$ cat src/core/asc_pkg.sv
// Package: register map, fields, resets and types of the serial port.
// Assumes one 50 MHz clock and a strobe register port.
package asc_pkg;
    localparam logic [7:0] LINE_FORMAT_CTRL_OFS = 8'h00;
    localparam logic [7:0] IRQ_ENABLE_CTRL_OFS = 8'h04;
    localparam logic [7:0] TRANSFER_STATUS_OFS = 8'h08;
    localparam logic [7:0] TX_DATA_OFS = 8'h0C;
    localparam logic [7:0] RX_DATA_OFS = 8'h10;
    localparam logic [7:0] BAUD_DIV_OFS = 8'h14;
    localparam logic [7:0] MODE_CTRL_OFS = 8'h18;
    localparam logic [7:0] ERROR_FLAGS_OFS = 8'h30;
    localparam int PORT_ON_BIT = 31;
    localparam int TX_SIDE_ON_BIT = 15;
    localparam int RX_SIDE_ON_BIT = 14;
    localparam int OVERSAMPLE_HALF_SEL_BIT = 13;
    localparam int WORD_9_BIT = 12;
    localparam int TX_DMA_REQ_ON_BIT = 11;
    localparam int RX_DMA_REQ_ON_BIT = 10;
    localparam int PARITY_ON_BIT = 2;
    localparam int ODD_PARITY_SEL_BIT = 1;
    localparam int TWO_STOP_BIT = 0;
    localparam int TX_EMPTY_IRQ_ON_BIT = 6;
    localparam int TX_DONE_IRQ_ON_BIT = 5;
    localparam int RX_FULL_IRQ_ON_BIT = 4;
    localparam int ERROR_IRQ_ON_BIT = 3;
    localparam int PARITY_IRQ_ON_BIT = 0;
    localparam int TX_EMPTY_BIT = 6;
    localparam int TX_DONE_BIT = 5;
    localparam int RX_FULL_BIT = 4;
    localparam int INFRARED_ON_BIT = 14;
    localparam int OVERRUN_FLAG_BIT = 7;
    localparam int NOISE_FLAG_BIT = 6;
    localparam int PARITY_FAULT_BIT = 5;
    localparam int FRAME_FAULT_BIT = 3;
    localparam logic [31:0] CTRL_RESET = 32'h0000_0000;
    localparam logic [15:0] BAUD_RESET = 16'h0010;
    localparam logic [4:0] OVS_16 = 5'h10;
    localparam logic [4:0] OVS_8 = 5'h08;
    localparam int DATA_W = 9;
    localparam int FIFO_DEPTH = 16;

    typedef enum logic [2:0] {
        ASC_TX_IDLE = 3'b000,
        ASC_TX_START = 3'b001,
        ASC_TX_DATA = 3'b011,
        ASC_TX_STOP = 3'b010
    } asc_tx_state_e;

    typedef struct packed {
        logic port_on;
        logic tx_side_on;
        logic rx_side_on;
        logic oversample_half_sel;
        logic word_9;
        logic tx_dma_req_on;
        logic rx_dma_req_on;
        logic parity_on;
        logic odd_parity_sel;
        logic two_stop;
    } asc_line_s;

    typedef struct packed {
        logic overrun_flag;
        logic noise_flag;
        logic parity_fault;
        logic frame_fault;
    } asc_err_s;
endpackage

$ cat src/core/asc_ctrl.sv
// Serial port control, status and a FIFO-fed transmitter.
// Assumes a strobe register port and an outside receiver.
//
// Overview of operation
// - Port enable off stops prescaler, line driver
// - Transmitter runs only with its enable set
// - Receiver accepts characters only when enabled
// - Oversample select picks 16 or 8
// - Infrared mode forces 16x oversampling
// - Word length bit selects 8 or 9
// - Transmit empty raises interrupt when enabled
// - Transmit complete raises interrupt when enabled
// - Receive full or overrun interrupt enable
// - Frame, overrun, noise raise error interrupt
// - Parity fault raises interrupt when enabled
// - Transmit empty set once data shifted
// - Transmit complete set, write-one or data clears
// - Receive full cleared by read or one
// - Full receive register blocks new character
// - Transmit parity replaces most significant data bit
//
// Implementation choice: the plain strobed port.
`timescale 1ns/1ns
`default_nettype none
module asc_ctrl
    import asc_pkg::*;
(
    input wire logic core_clk,
    input wire logic rst_n,
    input wire logic [7:0] reg_addr,
    input wire logic [31:0] reg_wdata,
    input wire logic reg_wr,
    input wire logic reg_rd,
    output logic [31:0] reg_rdata,
    output logic tx_line,
    output logic tx_line_oe,
    output logic sample_tick,
    output logic rx_hunt_on,
    input wire logic rx_char_valid,
    input wire logic [DATA_W-1:0] rx_char_data,
    input wire logic rx_parity_bit,
    input wire asc_err_s rx_char_err,
    output logic irq,
    output logic tx_dma_req,
    output logic rx_dma_req,
    output logic tx_fifo_ready
);
    asc_line_s line_ff;
    logic [6:0] irq_en_ff;
    logic infrared_on_ff;
    logic [15:0] baud_ff;
    logic [15:0] presc_ff;
    logic tx_done_ff;
    logic rx_full_ff;
    logic [DATA_W-1:0] rx_data_ff;
    asc_err_s err_ff;
    logic [31:0] reg_rdata_ff;
    asc_tx_state_e tx_state_ff;
    logic [DATA_W-1:0] tx_shift_ff;
    logic [3:0] bit_cnt_ff;
    logic [4:0] ovs_cnt_ff;
    logic tx_line_ff;
    logic tx_par_ff;
    logic bit_tick;
    logic ovs_eff;
    logic [4:0] ovs_len;
    logic [3:0] data_bits;
    logic tx_load;
    logic fifo_out_valid;
    logic [DATA_W-1:0] fifo_out_data;
    logic wr_ctrl;
    logic wr_irq;
    logic wr_sts;
    logic wr_txd;
    logic wr_baud;
    logic wr_mode;
    logic wr_err;
    logic rd_rxd;
    logic rx_par_bad;
    logic rx_take;

    function automatic logic hit(input logic [7:0] a, input logic [7:0] ofs);
        hit = (a == ofs);
    endfunction

    assign wr_ctrl = reg_wr && hit(reg_addr, LINE_FORMAT_CTRL_OFS);
    assign wr_irq = reg_wr && hit(reg_addr, IRQ_ENABLE_CTRL_OFS);
    assign wr_sts = reg_wr && hit(reg_addr, TRANSFER_STATUS_OFS);
    assign wr_txd = reg_wr && hit(reg_addr, TX_DATA_OFS);
    assign wr_baud = reg_wr && hit(reg_addr, BAUD_DIV_OFS);
    assign wr_mode = reg_wr && hit(reg_addr, MODE_CTRL_OFS);
    assign wr_err = reg_wr && hit(reg_addr, ERROR_FLAGS_OFS);
    assign rd_rxd = reg_rd && hit(reg_addr, RX_DATA_OFS);

    // Control registers
    always_ff @(posedge core_clk or negedge rst_n) begin
        if (!rst_n) begin
            line_ff <= '0;
        end else if (wr_ctrl) begin
            line_ff.port_on <= reg_wdata[PORT_ON_BIT];
            line_ff.tx_side_on <= reg_wdata[TX_SIDE_ON_BIT];
            line_ff.rx_side_on <= reg_wdata[RX_SIDE_ON_BIT];
            line_ff.oversample_half_sel <= reg_wdata[OVERSAMPLE_HALF_SEL_BIT];
            line_ff.word_9 <= reg_wdata[WORD_9_BIT];
            line_ff.tx_dma_req_on <= reg_wdata[TX_DMA_REQ_ON_BIT];
            line_ff.rx_dma_req_on <= reg_wdata[RX_DMA_REQ_ON_BIT];
            line_ff.parity_on <= reg_wdata[PARITY_ON_BIT];
            line_ff.odd_parity_sel <= reg_wdata[ODD_PARITY_SEL_BIT];
            line_ff.two_stop <= reg_wdata[TWO_STOP_BIT];
        end
    end

    always_ff @(posedge core_clk or negedge rst_n) begin
        if (!rst_n) begin
            irq_en_ff <= CTRL_RESET[6:0];
        end else if (wr_irq) begin
            irq_en_ff <= reg_wdata[6:0];
        end
    end

    always_ff @(posedge core_clk or negedge rst_n) begin
        if (!rst_n) begin
            infrared_on_ff <= 1'b0;
            baud_ff <= BAUD_RESET;
        end else begin
            if (wr_mode) begin
                infrared_on_ff <= reg_wdata[INFRARED_ON_BIT];
            end
            if (wr_baud) begin
                baud_ff <= reg_wdata[15:0];
            end
        end
    end

    // Infrared has no 8x sampling, so the select is overridden rather than rejected
    assign ovs_eff = line_ff.oversample_half_sel && !infrared_on_ff;
    assign ovs_len = ovs_eff ? OVS_8 : OVS_16;
    assign data_bits = line_ff.word_9 ? 4'h9 : 4'h8;

    // Prescaler held at zero while the port is off
    always_ff @(posedge core_clk or negedge rst_n) begin
        if (!rst_n) begin
            presc_ff <= 16'h0000;
        end else if (!line_ff.port_on) begin
            presc_ff <= 16'h0000;
        end else if (presc_ff + 16'h0001 >= baud_ff) begin
            presc_ff <= 16'h0000;
        end else begin
            presc_ff <= presc_ff + 16'h0001;
        end
    end
    assign sample_tick = line_ff.port_on && (presc_ff + 16'h0001 >= baud_ff);

    always_ff @(posedge core_clk or negedge rst_n) begin
        if (!rst_n) begin
            ovs_cnt_ff <= 5'h00;
        end else if (tx_state_ff == ASC_TX_IDLE) begin
            ovs_cnt_ff <= 5'h00;
        end else if (sample_tick) begin
            ovs_cnt_ff <= (ovs_cnt_ff + 5'h01 >= ovs_len) ? 5'h00 : ovs_cnt_ff + 5'h01;
        end
    end
    assign bit_tick = sample_tick && (ovs_cnt_ff + 5'h01 >= ovs_len);

    // Transmit FIFO: the shifter drains it, so a full FIFO back-pressures writers
    assign tx_load = (tx_state_ff == ASC_TX_IDLE) && fifo_out_valid && line_ff.port_on
        && line_ff.tx_side_on;

    asc_fifo #(.WIDTH(DATA_W), .DEPTH(FIFO_DEPTH)) u_tx_fifo (
        .core_clk(core_clk),
        .rst_n(rst_n),
        .flush(!line_ff.port_on),
        .in_valid(wr_txd),
        .in_ready(tx_fifo_ready),
        .in_data(reg_wdata[DATA_W-1:0]),
        .out_valid(fifo_out_valid),
        .out_ready(tx_load),
        .out_data(fifo_out_data)
    );

    // Transmit shifter
    always_ff @(posedge core_clk or negedge rst_n) begin
        if (!rst_n) begin
            tx_state_ff <= ASC_TX_IDLE;
            tx_shift_ff <= '0;
            bit_cnt_ff <= 4'h0;
            tx_line_ff <= 1'b1;
            tx_par_ff <= 1'b0;
        end else if (!line_ff.port_on || !line_ff.tx_side_on) begin
            tx_state_ff <= ASC_TX_IDLE;
            tx_line_ff <= 1'b1;
        end else begin
            case (tx_state_ff)
                ASC_TX_IDLE: begin
                    tx_line_ff <= 1'b1;
                    if (tx_load) begin
                        tx_shift_ff <= fifo_out_data;
                        tx_par_ff <= line_ff.odd_parity_sel;
                        bit_cnt_ff <= 4'h0;
                        tx_state_ff <= ASC_TX_START;
                        tx_line_ff <= 1'b0;
                    end
                end
                ASC_TX_START: begin
                    if (bit_tick) begin
                        tx_state_ff <= ASC_TX_DATA;
                        tx_line_ff <= tx_shift_ff[0];
                        tx_par_ff <= tx_par_ff ^ tx_shift_ff[0];
                        tx_shift_ff <= tx_shift_ff >> 1;
                        bit_cnt_ff <= 4'h1;
                    end
                end
                ASC_TX_DATA: begin
                    if (bit_tick) begin
                        if (bit_cnt_ff == data_bits) begin
                            tx_state_ff <= ASC_TX_STOP;
                            tx_line_ff <= 1'b1;
                            bit_cnt_ff <= line_ff.two_stop ? 4'h2 : 4'h1;
                        end else begin
                            // Last slot carries parity instead of the top data bit
                            if (line_ff.parity_on && bit_cnt_ff == data_bits - 4'h1) begin
                                tx_line_ff <= tx_par_ff;
                            end else begin
                                tx_line_ff <= tx_shift_ff[0];
                                tx_par_ff <= tx_par_ff ^ tx_shift_ff[0];
                            end
                            tx_shift_ff <= tx_shift_ff >> 1;
                            bit_cnt_ff <= bit_cnt_ff + 4'h1;
                        end
                    end
                end
                ASC_TX_STOP: begin
                    if (bit_tick) begin
                        if (bit_cnt_ff == 4'h1) begin
                            tx_state_ff <= ASC_TX_IDLE;
                        end else begin
                            bit_cnt_ff <= bit_cnt_ff - 4'h1;
                        end
                    end
                end
                default: begin
                    tx_state_ff <= ASC_TX_IDLE;
                end
            endcase
        end
    end
    assign tx_line = tx_line_ff;
    assign tx_line_oe = line_ff.port_on;

    // Transmission complete: set wins over a write-one clear; a data write blocks the set
    always_ff @(posedge core_clk or negedge rst_n) begin
        if (!rst_n) begin
            tx_done_ff <= 1'b0;
        end else if (tx_state_ff == ASC_TX_STOP && bit_tick && bit_cnt_ff == 4'h1
            && !fifo_out_valid && !wr_txd) begin
            tx_done_ff <= 1'b1;
        end else if ((wr_sts && reg_wdata[TX_DONE_BIT]) || wr_txd) begin
            tx_done_ff <= 1'b0;
        end
    end

    // Receive holding register
    assign rx_hunt_on = line_ff.port_on && line_ff.rx_side_on;
    assign rx_take = rx_char_valid && rx_hunt_on;
    assign rx_par_bad = line_ff.parity_on
        && ((^rx_char_data[DATA_W-1:0]) ^ rx_parity_bit ^ line_ff.odd_parity_sel);

    always_ff @(posedge core_clk or negedge rst_n) begin
        if (!rst_n) begin
            rx_full_ff <= 1'b0;
            rx_data_ff <= '0;
        end else if (rx_take && !rx_full_ff) begin
            rx_full_ff <= 1'b1;
            rx_data_ff <= line_ff.word_9 ? rx_char_data : {1'b0, rx_char_data[7:0]};
        end else if (rd_rxd || (wr_sts && reg_wdata[RX_FULL_BIT])) begin
            rx_full_ff <= 1'b0;
        end
    end

    // New error wins over a write-one clear
    always_ff @(posedge core_clk or negedge rst_n) begin
        if (!rst_n) begin
            err_ff <= '0;
        end else begin
            err_ff.overrun_flag <= (rx_take && rx_full_ff)
                || (err_ff.overrun_flag && !(wr_err && reg_wdata[OVERRUN_FLAG_BIT]));
            err_ff.noise_flag <= (rx_take && !rx_full_ff && rx_char_err.noise_flag)
                || (err_ff.noise_flag && !(wr_err && reg_wdata[NOISE_FLAG_BIT]));
            err_ff.parity_fault <= (rx_take && !rx_full_ff && rx_par_bad)
                || (err_ff.parity_fault && !(wr_err && reg_wdata[PARITY_FAULT_BIT]));
            err_ff.frame_fault <= (rx_take && rx_char_err.frame_fault)
                || (err_ff.frame_fault && !(wr_err && reg_wdata[FRAME_FAULT_BIT]));
        end
    end

    // Requests are levels following the flags
    assign irq = (irq_en_ff[TX_EMPTY_IRQ_ON_BIT] && !fifo_out_valid)
        || (irq_en_ff[TX_DONE_IRQ_ON_BIT] && tx_done_ff)
        || (irq_en_ff[RX_FULL_IRQ_ON_BIT] && (rx_full_ff || err_ff.overrun_flag))
        || (irq_en_ff[ERROR_IRQ_ON_BIT] && (err_ff.frame_fault || err_ff.overrun_flag
            || err_ff.noise_flag))
        || (irq_en_ff[PARITY_IRQ_ON_BIT] && err_ff.parity_fault);
    assign tx_dma_req = line_ff.tx_dma_req_on && tx_fifo_ready && line_ff.tx_side_on;
    assign rx_dma_req = line_ff.rx_dma_req_on && rx_full_ff;

    // Data a cycle after the strobe; unmapped reads zero
    always_ff @(posedge core_clk or negedge rst_n) begin
        if (!rst_n) begin
            reg_rdata_ff <= 32'h0000_0000;
        end else if (reg_rd) begin
            reg_rdata_ff <= 32'h0000_0000;
            case (reg_addr)
                LINE_FORMAT_CTRL_OFS: begin
                    reg_rdata_ff[PORT_ON_BIT] <= line_ff.port_on;
                    reg_rdata_ff[TX_SIDE_ON_BIT] <= line_ff.tx_side_on;
                    reg_rdata_ff[RX_SIDE_ON_BIT] <= line_ff.rx_side_on;
                    reg_rdata_ff[OVERSAMPLE_HALF_SEL_BIT] <= ovs_eff;
                    reg_rdata_ff[WORD_9_BIT] <= line_ff.word_9;
                    reg_rdata_ff[TX_DMA_REQ_ON_BIT] <= line_ff.tx_dma_req_on;
                    reg_rdata_ff[RX_DMA_REQ_ON_BIT] <= line_ff.rx_dma_req_on;
                    reg_rdata_ff[PARITY_ON_BIT] <= line_ff.parity_on;
                    reg_rdata_ff[ODD_PARITY_SEL_BIT] <= line_ff.odd_parity_sel;
                    reg_rdata_ff[TWO_STOP_BIT] <= line_ff.two_stop;
                end
                IRQ_ENABLE_CTRL_OFS: begin
                    reg_rdata_ff[6:0] <= irq_en_ff & 7'h79;
                end
                TRANSFER_STATUS_OFS: begin
                    reg_rdata_ff[TX_EMPTY_BIT] <= !fifo_out_valid;
                    reg_rdata_ff[TX_DONE_BIT] <= tx_done_ff;
                    reg_rdata_ff[RX_FULL_BIT] <= rx_full_ff;
                end
                RX_DATA_OFS: begin
                    reg_rdata_ff[DATA_W-1:0] <= rx_data_ff;
                end
                BAUD_DIV_OFS: begin
                    reg_rdata_ff[15:0] <= baud_ff;
                end
                MODE_CTRL_OFS: begin
                    reg_rdata_ff[INFRARED_ON_BIT] <= infrared_on_ff;
                end
                ERROR_FLAGS_OFS: begin
                    reg_rdata_ff[OVERRUN_FLAG_BIT] <= err_ff.overrun_flag;
                    reg_rdata_ff[NOISE_FLAG_BIT] <= err_ff.noise_flag;
                    reg_rdata_ff[PARITY_FAULT_BIT] <= err_ff.parity_fault;
                    reg_rdata_ff[FRAME_FAULT_BIT] <= err_ff.frame_fault;
                end
                default: begin
                    reg_rdata_ff <= 32'h0000_0000;
                end
            endcase
        end
    end
    assign reg_rdata = reg_rdata_ff;
endmodule
`default_nettype wire

$ cat src/core/asc_fifo.sv
// Synchronous FIFO, valid/ready on both sides.
// One clock; flip-flop storage by pointer.
`timescale 1ns/1ns
`default_nettype none
module asc_fifo #(
    parameter int WIDTH = 9,
    parameter int DEPTH = 16
) (
    input wire logic core_clk,
    input wire logic rst_n,
    input wire logic flush,
    input wire logic in_valid,
    output logic in_ready,
    input wire logic [WIDTH-1:0] in_data,
    output logic out_valid,
    input wire logic out_ready,
    output logic [WIDTH-1:0] out_data
);
    localparam int AW = $clog2(DEPTH);
    logic [WIDTH-1:0] mem_ff [DEPTH];
    logic [AW-1:0] wr_ptr_ff;
    logic [AW-1:0] rd_ptr_ff;
    logic [AW:0] count_ff;
    logic push;
    logic pop;

    assign in_ready = (count_ff != (AW+1)'(DEPTH));
    assign out_valid = (count_ff != '0);
    assign out_data = mem_ff[rd_ptr_ff];
    assign push = in_valid && in_ready;
    assign pop = out_valid && out_ready;

    always_ff @(posedge core_clk) begin
        if (push) begin
            mem_ff[wr_ptr_ff] <= in_data;
        end
    end

    always_ff @(posedge core_clk or negedge rst_n) begin
        if (!rst_n) begin
            wr_ptr_ff <= '0;
            rd_ptr_ff <= '0;
            count_ff <= '0;
        end else if (flush) begin
            wr_ptr_ff <= '0;
            rd_ptr_ff <= '0;
            count_ff <= '0;
        end else begin
            if (push) begin
                wr_ptr_ff <= wr_ptr_ff + AW'(1);
            end
            if (pop) begin
                rd_ptr_ff <= rd_ptr_ff + AW'(1);
            end
            if (push && !pop) begin
                count_ff <= count_ff + (AW+1)'(1);
            end else if (pop && !push) begin
                count_ff <= count_ff - (AW+1)'(1);
            end
        end
    end
endmodule
`default_nettype wire

$ cat config.mk
export PLATFORM = sky130hd
export DESIGN_NAME = asc_ctrl
export DESIGN_NICKNAME = d
export VERILOG_FILES = /design/src/core/asc_pkg.sv /design/src/core/asc_ctrl.sv /design/src/core/asc_fifo.sv
export SDC_FILE = /design/constraint.sdc
export NUM_CORES = 1
export LEC_CHECK = 0
export ABC_AREA = 1
export BUFFER_PORTS_ARGS = -buffer_cell sky130_fd_sc_hd__buf_2
export CAP_MARGIN = 30
export CORE_ASPECT_RATIO = 0.8
export CORE_MARGIN = 3
export CORE_UTILIZATION = 55
export CTS_CLUSTER_SIZE = 10
export DETAILED_ROUTE_END_ITERATION = 7
export GPL_ROUTABILITY_DRIVEN = 1
export HOLD_SLACK_MARGIN = 0.08
export PLACE_DENSITY_LB_ADDON = 0.15
export SLEW_MARGIN = 20
export SYNTH_ARGS = -nofsm -noshare
export SYNTH_HDL_FRONTEND = slang
export SYNTH_SLANG_ARGS = --single-unit
$ cat constraint.sdc
create_clock -name core_clk -period 5.2 [get_ports core_clk]
set_input_delay 0.52 -clock core_clk [delete_from_list [all_inputs] [get_ports core_clk]]
set_output_delay 0.52 -clock core_clk [all_outputs]
set_load 0.01 [all_outputs]
# After elaboration in Yosys (flattened, before gate mapping)
# Memories as Yosys holds them, arrays and structs flattened.
# Index checks and enable logic that the tools add are counted.
totals:
  wordCells: 233
  mem_bits_rw: 144
  output_inout_bits: 40
  regBits: 118
  mem_count: 1
memory_table:
  columns: ["name", "depth", "word_bits", "rd", "rd_clocked_by_memory_dff", "write_ports", "line", "source"]
  rows:
  - ["u_tx_fifo.mem_ff", 16, 9, 1, 0, 1, "asc_fifo.sv:20", "logic [WIDTH-1:0] mem_ff [DEPTH];"]
classes:
  n_reduce_logical: 90
  magnitude_cmp: 2
  n_eq_ne: 30
  n_addsub: 9
  n_bitwise: 4
  muxes: 66
op_table:
  columns: ["operator", "count"]
  rows:
  - ["logical AND 1 bit", 49]
  - ["two-way mux 9 bit", 5]
  - ["two-way mux 4 bit", 10]
  - ["two-way mux 5 bit", 7]
  - ["two-way mux 16 bit", 2]
  - ["case mux 9 bit (3 select lines)", 1]
  - ["equality test 8 x 5 -> 1 bit, second input constant", 3]
  - ["case mux 3 bit (4 select lines)", 2]
  - ["two-way mux 3 bit", 7]
  - ["two-way mux 1 bit", 20]
  - ["adder 16 x 1 -> 16 bit, second input constant", 1]
  - ["equality test 8 x 4 -> 1 bit, second input constant", 2]
  - [">= comparator 16 bit", 1]
  - ["case mux 4 bit (4 select lines)", 1]
  - ["inequality test 3 bit, second input constant", 5]
  - ["logical OR 1 bit", 14]
  - ["AND reduction 7 bit", 2]
  - ["adder 4 x 1 -> 4 bit, second input constant", 3]
  - ["logical NOT 1 bit", 12]
  - ["inequality test 2 bit, second input constant", 6]
  - ["case mux 1 bit (3 select lines)", 4]
  - ["AND reduction 6 bit", 2]
  - ["adder 5 x 1 -> 5 bit, second input constant", 2]
  - ["case mux 2 bit (5 select lines)", 1]
  - ["other kinds (26)", 39]

# Depth between registers and ports, before layout
# Gate-level depths: netlist of run 1.
logic_depth:
  depth_word: 10
  ltp_mapped: 24

# Modules after synthesis
# From an unflattened synthesis of run 1, not the netlist that was laid out.
hier_totals:
  hier_cells: 1404
  hier_area_um2: 12714.7
by_module_without_submodules:
  columns: ["mod", "area_each_um2", "cells_per_inst", "n_inst"]
  rows:
  - ["asc_fifo", 6960.4, 693, 1]
  - ["asc_ctrl", 5754.3, 711, 1]

# Worst setup path before layout of run 1
# Ideal clock, no wire load.
synth_path:
  path_type: "register to output"
  startpoint: "reg presc_ff[0]"
  endpoint: "out sample_tick"
  setup_slack_ns: 2.397
  arrival_time_ns: 2.283
  stages_incl_launch_ff: 17
  n_path_buf: 0
  t_required_ns: 4.680
  cell_sequence: "dfrtp_1 > nand3_1 > nor3_2 > inv_1 > nor2_2 > nand3_1 > nor2_2 > nand3_1 > nand2_1 > inv_1 > ha_1 > a21oi_1 > o21ai_0 > a21oi_1 > nand2_2 > nand2_1 > inv_1"
synth_via:
  elab_chain_cells: 3
synth_rtl:
  columns: ["element", "line", "source"]
  rows:
  - ["start: declaration", "asc_ctrl.sv:52", "logic [15:0] presc_ff;"]
  - ["start signal: assignment", "asc_ctrl.sv:149", "presc_ff <= presc_ff + 16'h0001;"]
  - ["adder 16 x 1 -> 16 bit", "asc_ctrl.sv:152", "assign sample_tick = line_ff.port_on && (presc_ff + 16'h0001 >= baud_ff);"]
  - [">= comparator 16 bit", "asc_ctrl.sv:152", null]
  - ["logical AND 1 bit", "asc_ctrl.sv:152", null]
  - ["end: declaration", "asc_ctrl.sv:37", "output logic sample_tick,"]
# Every way passes these cells.

# Worst setup path after layout of run 1
# Ends and elaborated chain as after synthesis.

==> results of run 1 <==
## layout by cell type (no fill, tap or decap), types with 4 or more instances in the layout
cell and n:
clkbuf_16 31, clkbuf_1 24, xnor2_1 10, inv_2 6
nor3_1 12, inv_1 124, buf_4 10, o21ai_0 159
dfrtp_1 112, a21boi_0 8, nand2_4 4, nand3_1 56
o211ai_1 18, buf_2 65, nand2_2 8, nor2_1 188
nand4_1 10, nor2_2 5, edfxtp_1 144, nand2_1 203
o22ai_1 11, ha_1 32, o31ai_1 4, a21oi_1 36
xor2_1 19, o21ai_1 20, conb_1 15
## power breakdown
part,switching (W),internal (W)
Clock,0.000797,0.00111
Sequential,0.0000665,0.00226
Combinational,0.000816,0.000387
Total,0.00168,0.00376
## stage by stage
step | utilization (%) | worst slack (ns) | area, um2
finish | 62.99 | 1.271 | 13810
global route | 62.99 | 0.9149 | 13810
CTS | 62.92 | 1.243 | 13790
detailed placement | 58.90 | 1.828 | 12910
global placement | 58.81 | 1.853 | 12890
floorplan | - | 2.397 | 12510
## how the worst max path moves through the flow
stage | to | slack, ns | cells past startpoint
finish | sample_tick | 1.27 | 17
CTS | sample_tick | 1.24 | 17
global placement | sample_tick | 1.85 | 17
floorplan | sample_tick | 2.40 | 16
detailed placement | sample_tick | 1.83 | 17
global route | sample_tick | 0.91 | 17
## critical path, stage by stage, from the launching register on
cell	delay, ns
dfrtp_1	0.41
nand3_1	0.16
nor3_2	0.18
inv_1	0.11
nor2_2	0.16
nand3_1	0.13
nor2_2	0.14
nand3_1	0.08
nand2_1	0.10
inv_1	0.05
ha_1	0.30
a21oi_1	0.15
o21ai_0	0.10
a21oi_1	0.21
nand2_2	0.14
nand2_1	0.20
inv_1	0.11
buf_2	0.15
## registers in the layout, indices dropped and copies added, names as in the netlist
| register | flops |
|---|---|
| tx_shift_ff | 9 |
| reg_rdata | 17 |
| tx_state_ff | 2 |
| baud_ff | 16 |
| ovs_cnt_ff | 5 |
| infrared_on_ff | 1 |
| presc_ff | 16 |
| irq_en_ff | 5 |
| err_ff | 4 |
| line_ff | 9 |
| tx_line | 1 |
| rx_data_ff | 9 |
| u_tx_fifo.wr_ptr_ff | 4 |
| rx_full_ff | 1 |
| u_tx_fifo.count_ff | 5 |
| u_tx_fifo.rd_ptr_ff | 4 |
| u_tx_fifo.mem_ff | 144 |
| tx_line_oe | 1 |
| tx_par_ff | 1 |
| tx_done_ff | 1 |
| bit_cnt_ff | 4 |
## Yosys cell counts (all sizes together) (10+ instances only)
| library cell | number | share of area [%] |
|---|---|---|
| clkbuf | 16 | 0.50 |
| dfrtp | 113 | 23 |
| o21ai | 181 | 7.3 |
| o22ai | 11 | 0.55 |
| nand3 | 57 | 2.4 |
| inv | 131 | 4.0 |
| edfxtp | 144 | 35 |
| o211ai | 18 | 1.1 |
| nand2 | 215 | 6.9 |
| xor2 | 19 | 1.3 |
| nor2 | 195 | 6.2 |
| nand4 | 11 | 0.60 |
| nor3 | 15 | 0.77 |
| ha | 32 | 3.2 |
| buf | 47 | 2.6 |
| xnor2 | 10 | 0.70 |
| a21oi | 37 | 1.6 |
## routing by layer
| metal | routed length, um | track usage [%] | up-vias |
|---|---|---|---|
| li1 | - | - | 4446 |
| met1 | 14440 | 39.06 | 4426 |
| met4 | 490 | 4.822 | 2 |
| met3 | 2288 | 4.227 | 42 |
| met2 | 12670 | 36.33 | 350 |
| met5 | 7 | 0 | - |
## cells by family after synthesis
family,after synthesis,synth area share (%)
buf+inv,196,7.091
fa+ha+maj,33,3.375
other cells,1,0.03010
flops,259,57.83
compound gates,272,12.12
simple gates,501,17.51
xor+xnor,29,2.039
## layout make-up
| type | instances | area (um2) |
|---|---|---|
| inverters | 133 | 503.0 |
| repair buffers | 76 | 420.4 |
| well taps | 300 | 375.4 |
| fillers | 1820 | 8113 |
| clock buffers | 55 | 865.8 |
| clock inverters | 1 | 16.27 |
| flip-flops and latches | 259 | 7206 |
| multi-input cells | 850 | 4422 |
==> flow_summary.yaml, run 1 <==
critical_path:
  setup.worst_path.start_class: "register"
  cp.required_ns: 4.68
  critPathCaptureType: "primary output"
  crit_path_start: "presc_ff[0]$_DFF_PN0_"
  regToRegStartpoint: "presc_ff[0]$_DFF_PN0_"
  rr_endpoint: "ovs_cnt_ff[4]$_DFFE_PN0P_"
  r2r_slack_ns: 1.98
  critPathKind: "register to primary output"
  r2r_cells: 19
  critPathArrivalTime_ns: 3.41
  critical_path.max_fanout: 5
routing:
  drt-vias-per-instance: 5.535
  antenna_left: 0
  first_iter_violations: 1052
  drc: 0
  totalWireLength_mm: 29.90
  route.vias.total: 9266
  dr.pass1.iters: 6
  wl_per_cell_um: 17.86
synth:
  synth_flop_cell: "edfxtp_1"
  synth_edf_count: 144
  synth_cell_types: 58
  synth-seq-cells: 259
  yosys_warnings: 0
  yosysSeqAreaShare_pct: 57.83
  synth_cells: 1291
  netlist_area_mm2: 0.01246
  avgSynthCellArea_um2: 9.649
  async_flop_share_pct: 44.40
outcome:
  outcome: "finished clean"
power_and_ir_drop:
  p_per_area_mw_per_mm2: 393.6
  max-vdd-ir-drop_v: 0.0002843
  power.total_w: 0.005435
  p_leak_nw: 5.911
sta:
  finalSetupTns_ns: 0
  max_slew.worst_pin.slew_ns: 0.9454
  holdWs_ns: 0.08729
  fin_crit_ns: 3.929
  rsz0062_at_grt: "false"
  final_max_slew_viol_count: 0
  max_freq_mhz: 254.5
  hold_viol_final: 0
  fin_crit_sh_pct: 75.56
  skew_ns: 0.03218
  setup_viol_count_final: 0
  maxSlewHeadroom_pct: 36.74
cts:
  hold_buffers: 0
  numCtsBuffers: 30
  cts_tree: "done"
  clkTransAtPathRegs_ns: 0.06
  cts_setup_buffers: 0
  cts_root_buffer: "clkbuf_16"
  clock_path_buffers: 3
  cts_htree_levels: 1
  cts_sinks: 259
  cts_resized: 0
  insertion_delay_ns: 0.56
grt:
  grt_pass1_wl_mm: 47.71
  antenna_found_initial: 1
  grt_usage_pct: 24.71
  grt_pass1_vias: 8733
  grt_max_degree: 75
  grt-ovfl-total: 0
place:
  place_inst: 1616
  io_buffers: 66
  hpwl_mm: 20.17
  gp_congestion: 0.8992
min_path:
  hold_path_class: "input pin to asynchronous set/reset pin"
layout:
  fin_cells: 1674
  drive_gt1_share_pct: 10.99
  n_antenna_cell: 0
  syn2layout_area_growth_pct: 10.85
  layout.nets: 1442
floorplan:
  initial_core_util_pct: 56.83
  core-area_mm2: 0.02192
  die_h_um: 140.6
  dieArea_mm2: 0.02450
  rows: 48
  dieWidth_um: 174.3
  ioPinCount: 99
job:
  maxCapViolCount: 0
No activity file was read; power rests on OpenSTA's default activity.
==> run 2: changes to the inputs <==
Settings changed: ABC_AREA 1 to 0.
Clock period 5.2 ns to 3.8 ns, I/O delays scaled along.
==> run 2 against run 1 <==
Effect of this change:
- the flow now finishes with violations (negative setup slack)
- cell count shrank 23%
- synthesized cell count shrank 31%
- clock power grew 28%
- setup slack lost 1.3 ns
- via count shrank 17%
- clock-buffer cell count shrank 5
- cell area grew 0.15%
- flip-flop and latch count is the same
- combinational power shrank 76%
- global-route usage shrank 0.92 points
- total power grew 6.1%
- die area shrank 4.0%
==> flow_summary.yaml, run 2 <==
outcome:
  outcome: "finished with violations"
  violations: "negative setup slack"
synth:
  yosys_warnings: 0
  synth_common_cells: "144 x edfxtp_1, 113 x dfrtp_1, 72 x nand2_1, 58 x nor2_1, 44 x inv_1"
  synth_fa_ha_area_share_pct: 3.521
  yosysSeqAreaShare_pct: 60.33
  avgSynthCellArea_um2: 13.45
  synth_xor_area_share_pct: 3.007
  synthMuxAreaShare_pct: 12.78
  synth_cells: 888
  netlist_area_mm2: 0.01194
  synth_top_family_by_area: "multiplexers"
  synth-seq-cells: 259
  synth_cell_types: 65
  ys_top_cells_by_area: "edfxtp_1 36%, dfrtp_1 24%, mux4_2 7.0%, mux2_2 4.0%, ha_1 3.4%"
  synth_flop_cell: "edfxtp_1"
  synth_top_area_share_pct: 36.21
  synth_compound_area_share_pct: 7.125
  yosys.area_share.simple_pct: 9.493
  synth_top_cell_by_area: "edfxtp_1"
  yosysMostFrequentCell: "edfxtp_1"
  async_flop_share_pct: 44.40
  synth_edf_count: 144
place:
  hpwl_mm: 17.87
  place_area_mm2: 0.01275
  dp_slack_ns: 0.09373
  io_buffers: 66
  place_inst: 1220
  gp_congestion: 0.8569
cts:
  clkTransAtPathRegs_ns: 0.06
  insertion_delay_ns: 0.54
  cts_sinks: 259
  clock_path_buffers: 3
  cts_htree_levels: 1
  numCtsBuffers: 29
  cts_root_buffer: "clkbuf_16"
  cts_tree: "done"
critical_path:
  path_depth: 11
  regToRegStartpoint: "presc_ff[3]$_DFF_PN0_"
  crit_top_cell: "and4_1"
  rr_endpoint: "tx_shift_ff[3]$_DFFE_PN0P_"
  r2r_slack_ns: 0.16
  endpoint: "sample_tick"
  critPathArrivalTime_ns: 3.42
  crit_path_start: "presc_ff[3]$_DFF_PN0_"
  critPathTopFamily: "simple AND/OR/NAND/NOR gates"
  critical_path.max_fanout: 3
  cpPeakStageDelay_ns: 0.51
  critPathKind: "register to primary output"
  slowest_stage: "or4_1"
  crit_path_cell_trace: "and4_1 > and4_1 > and4_4 > nand2_2 > xnor2_2 > ha_1 > nand4_1 > or4_1 > o32a_1 > a21oi_2 > buf_2"
  r2r_cells: 15
  worstPathBufferInverterCount: 1
  cp.required_ns: 3.42
  critPathCaptureType: "primary output"
  setup.worst_path.start_class: "register"
routing:
  totalWireLength_mm: 26.95
  drt-vias-per-instance: 5.909
  antenna_left: 0
  first_iter_violations: 630
  dr.pass1.iters: 5
  route.vias.total: 7658
  drc: 0
  wl_per_cell_um: 20.79
layout:
  largest_reg_flops: 144
  fin_cells: 1296
  n_antenna_cell: 0
  regMostFlops: "u_tx_fifo.mem_ff"
  fin_area_mm2: 0.01383
  layout.nets: 1099
  drive_gt1_share_pct: 23.56
  utilization_pct: 65.87
  most-common-layout-cells: "144 x edfxtp_1, 112 x dfrtp_1, 71 x nand2_1"
  layout_commonest_cell: "edfxtp_1"
  syn2layout_area_growth_pct: 15.81
min_path:
  hold_path_class: "input pin to register"
sta:
  fin_crit_ns: 3.803
  worst_slack_ns: -0.002851
  finalSetupTns_ns: -0.002851
  fin_crit_sh_pct: 100.1
  hold_viol_final: 0
  rsz0062_at_grt: "true"
  skew_ns: 0.01095
  final_max_slew_viol_count: 0
  max_slew.worst_pin.slew_ns: 0.7890
  max_freq_mhz: 263.0
  maxSlewHeadroom_pct: 47.29
  setup_viol_count_final: 1
grt:
  antenna_found_initial: 0
  grt_pass1_vias: 7407
  grt_max_degree: 43
  grt_pass1_wl_mm: 42.93
  grt-ovfl-total: 0
  grt_usage_pct: 23.79
floorplan:
  rows: 47
  dieWidth_um: 170.7
  core-area_mm2: 0.02099
  dieArea_mm2: 0.02353
  initial_core_util_pct: 56.88
  ioPinCount: 99
  die_h_um: 137.8
power_and_ir_drop:
  p_per_area_mw_per_mm2: 417.0
  p_leak_nw: 5.443
  max-vdd-ir-drop_v: 0.0003937
job:
  maxCapViolCount: 0
## run 2: cell count changes after synthesis, sizes merged, moves of 16 or more
cell / before / now
buf: 47 / 22
inv: 131 / 44
mux2: 0 / 42
mux2i: 0 / 22
mux4: 0 / 37
nand2: 215 / 72
nand3: 57 / 20
nor2: 195 / 58
o211ai: 18 / 2
o21ai: 181 / 16
xnor2: 10 / 26
## run 2: repair_timing
action                                  CTS  global route
endpoints found under the setup margin    1            12
hold buffers                             16             0
pin swaps                                12             4
buffers inserted                          6             2
hold endpoints to repair                 48             0
gates resized for setup                   6             1
## run 2: area by class of cell
cell class                 instances  area (um2)
clock inverter                     1       8.758
timing repair buffer             127       895.9
inverter                          46       172.7
tap                              269       336.6
multi-input combinational        544        4405
fill                            1570        7164
clock buffer                      50       804.5
sequential                       259        7206
## run 2: worst min-delay path by stage
stage / start / endpoint / cells past startpoint
finish: reg_wdata[12] / baud_ff[12]$_DFFE_PN0P_ / 2
CTS: reg_wdata[10] / line_ff[3]$_DFFE_PN0P_ / 2
global route: reg_wdata[12] / baud_ff[12]$_DFFE_PN0P_ / 2
floorplan: rst_n / baud_ff[0]$_DFFE_PN0P_ / 0
global placement: rx_data_ff[0]$_DFFE_PN0P_ / rx_data_ff[0]$_DFFE_PN0P_ / 2
detailed placement: rst_n / tx_shift_ff[2]$_DFFE_PN0P_ / 1
## run 2: kinds of logic after synthesis
family,count (synthesis)
simple gates,235
xor+xnor,41
compound gates,119
flops,259
buf+inv,99
fa+ha+maj,33
mux,101
other cells,1
## run 2: worst reg2reg max path, stage by stage (launching register included)
cell and delay (ns):
dfrtp_1 0.35, and4_1 0.23, and4_1 0.20, and4_4 0.23
nand2_2 0.07, xnor2_2 0.16, ha_1 0.31, nand4_1 0.10
or4_1 0.51, o32a_1 0.36, buf_4 0.18, a21oi_1 0.18
buf_4 0.17, o21a_1 0.15, buf_12 0.15, mux2i_1 0.20
## run 2: per-layer routing
| layer | vias up | global-route usage [%] | share of wire (%) |
|---|---|---|---|
| met3 | 38 | 4.877 | 7.2 |
| met1 | 3850 | 38.89 | 49 |
| met4 | 0 | 4.279 | 1.5 |
| li1 | 3515 | - | - |
| met2 | 255 | 33.32 | 42 |
| met5 | - | 0 | 0 |
## run 2: power by group
part | leakage (nW) | switching, W | total, W | internal (W)
combinational | 2.19 | 0.000176 | 0.000284 | 0.000107
clock | 0.387 | 0.00104 | 0.00245 | 0.00142
sequential | 2.87 | 0.0000280 | 0.00303 | 0.00300
total | 5.44 | 0.00124 | 0.00577 | 0.00453
## run 2: metrics by stage
step           power [W]  hold slack, ns
5_1_grt         0.005978         0.09281
3_5_place_dp    0.003344          0.3771
4_1_cts         0.005821         0.08247
6_report        0.005766          0.1048
2_1_floorplan   0.003213         0.08441
3_3_place_gp    0.003334          0.4632
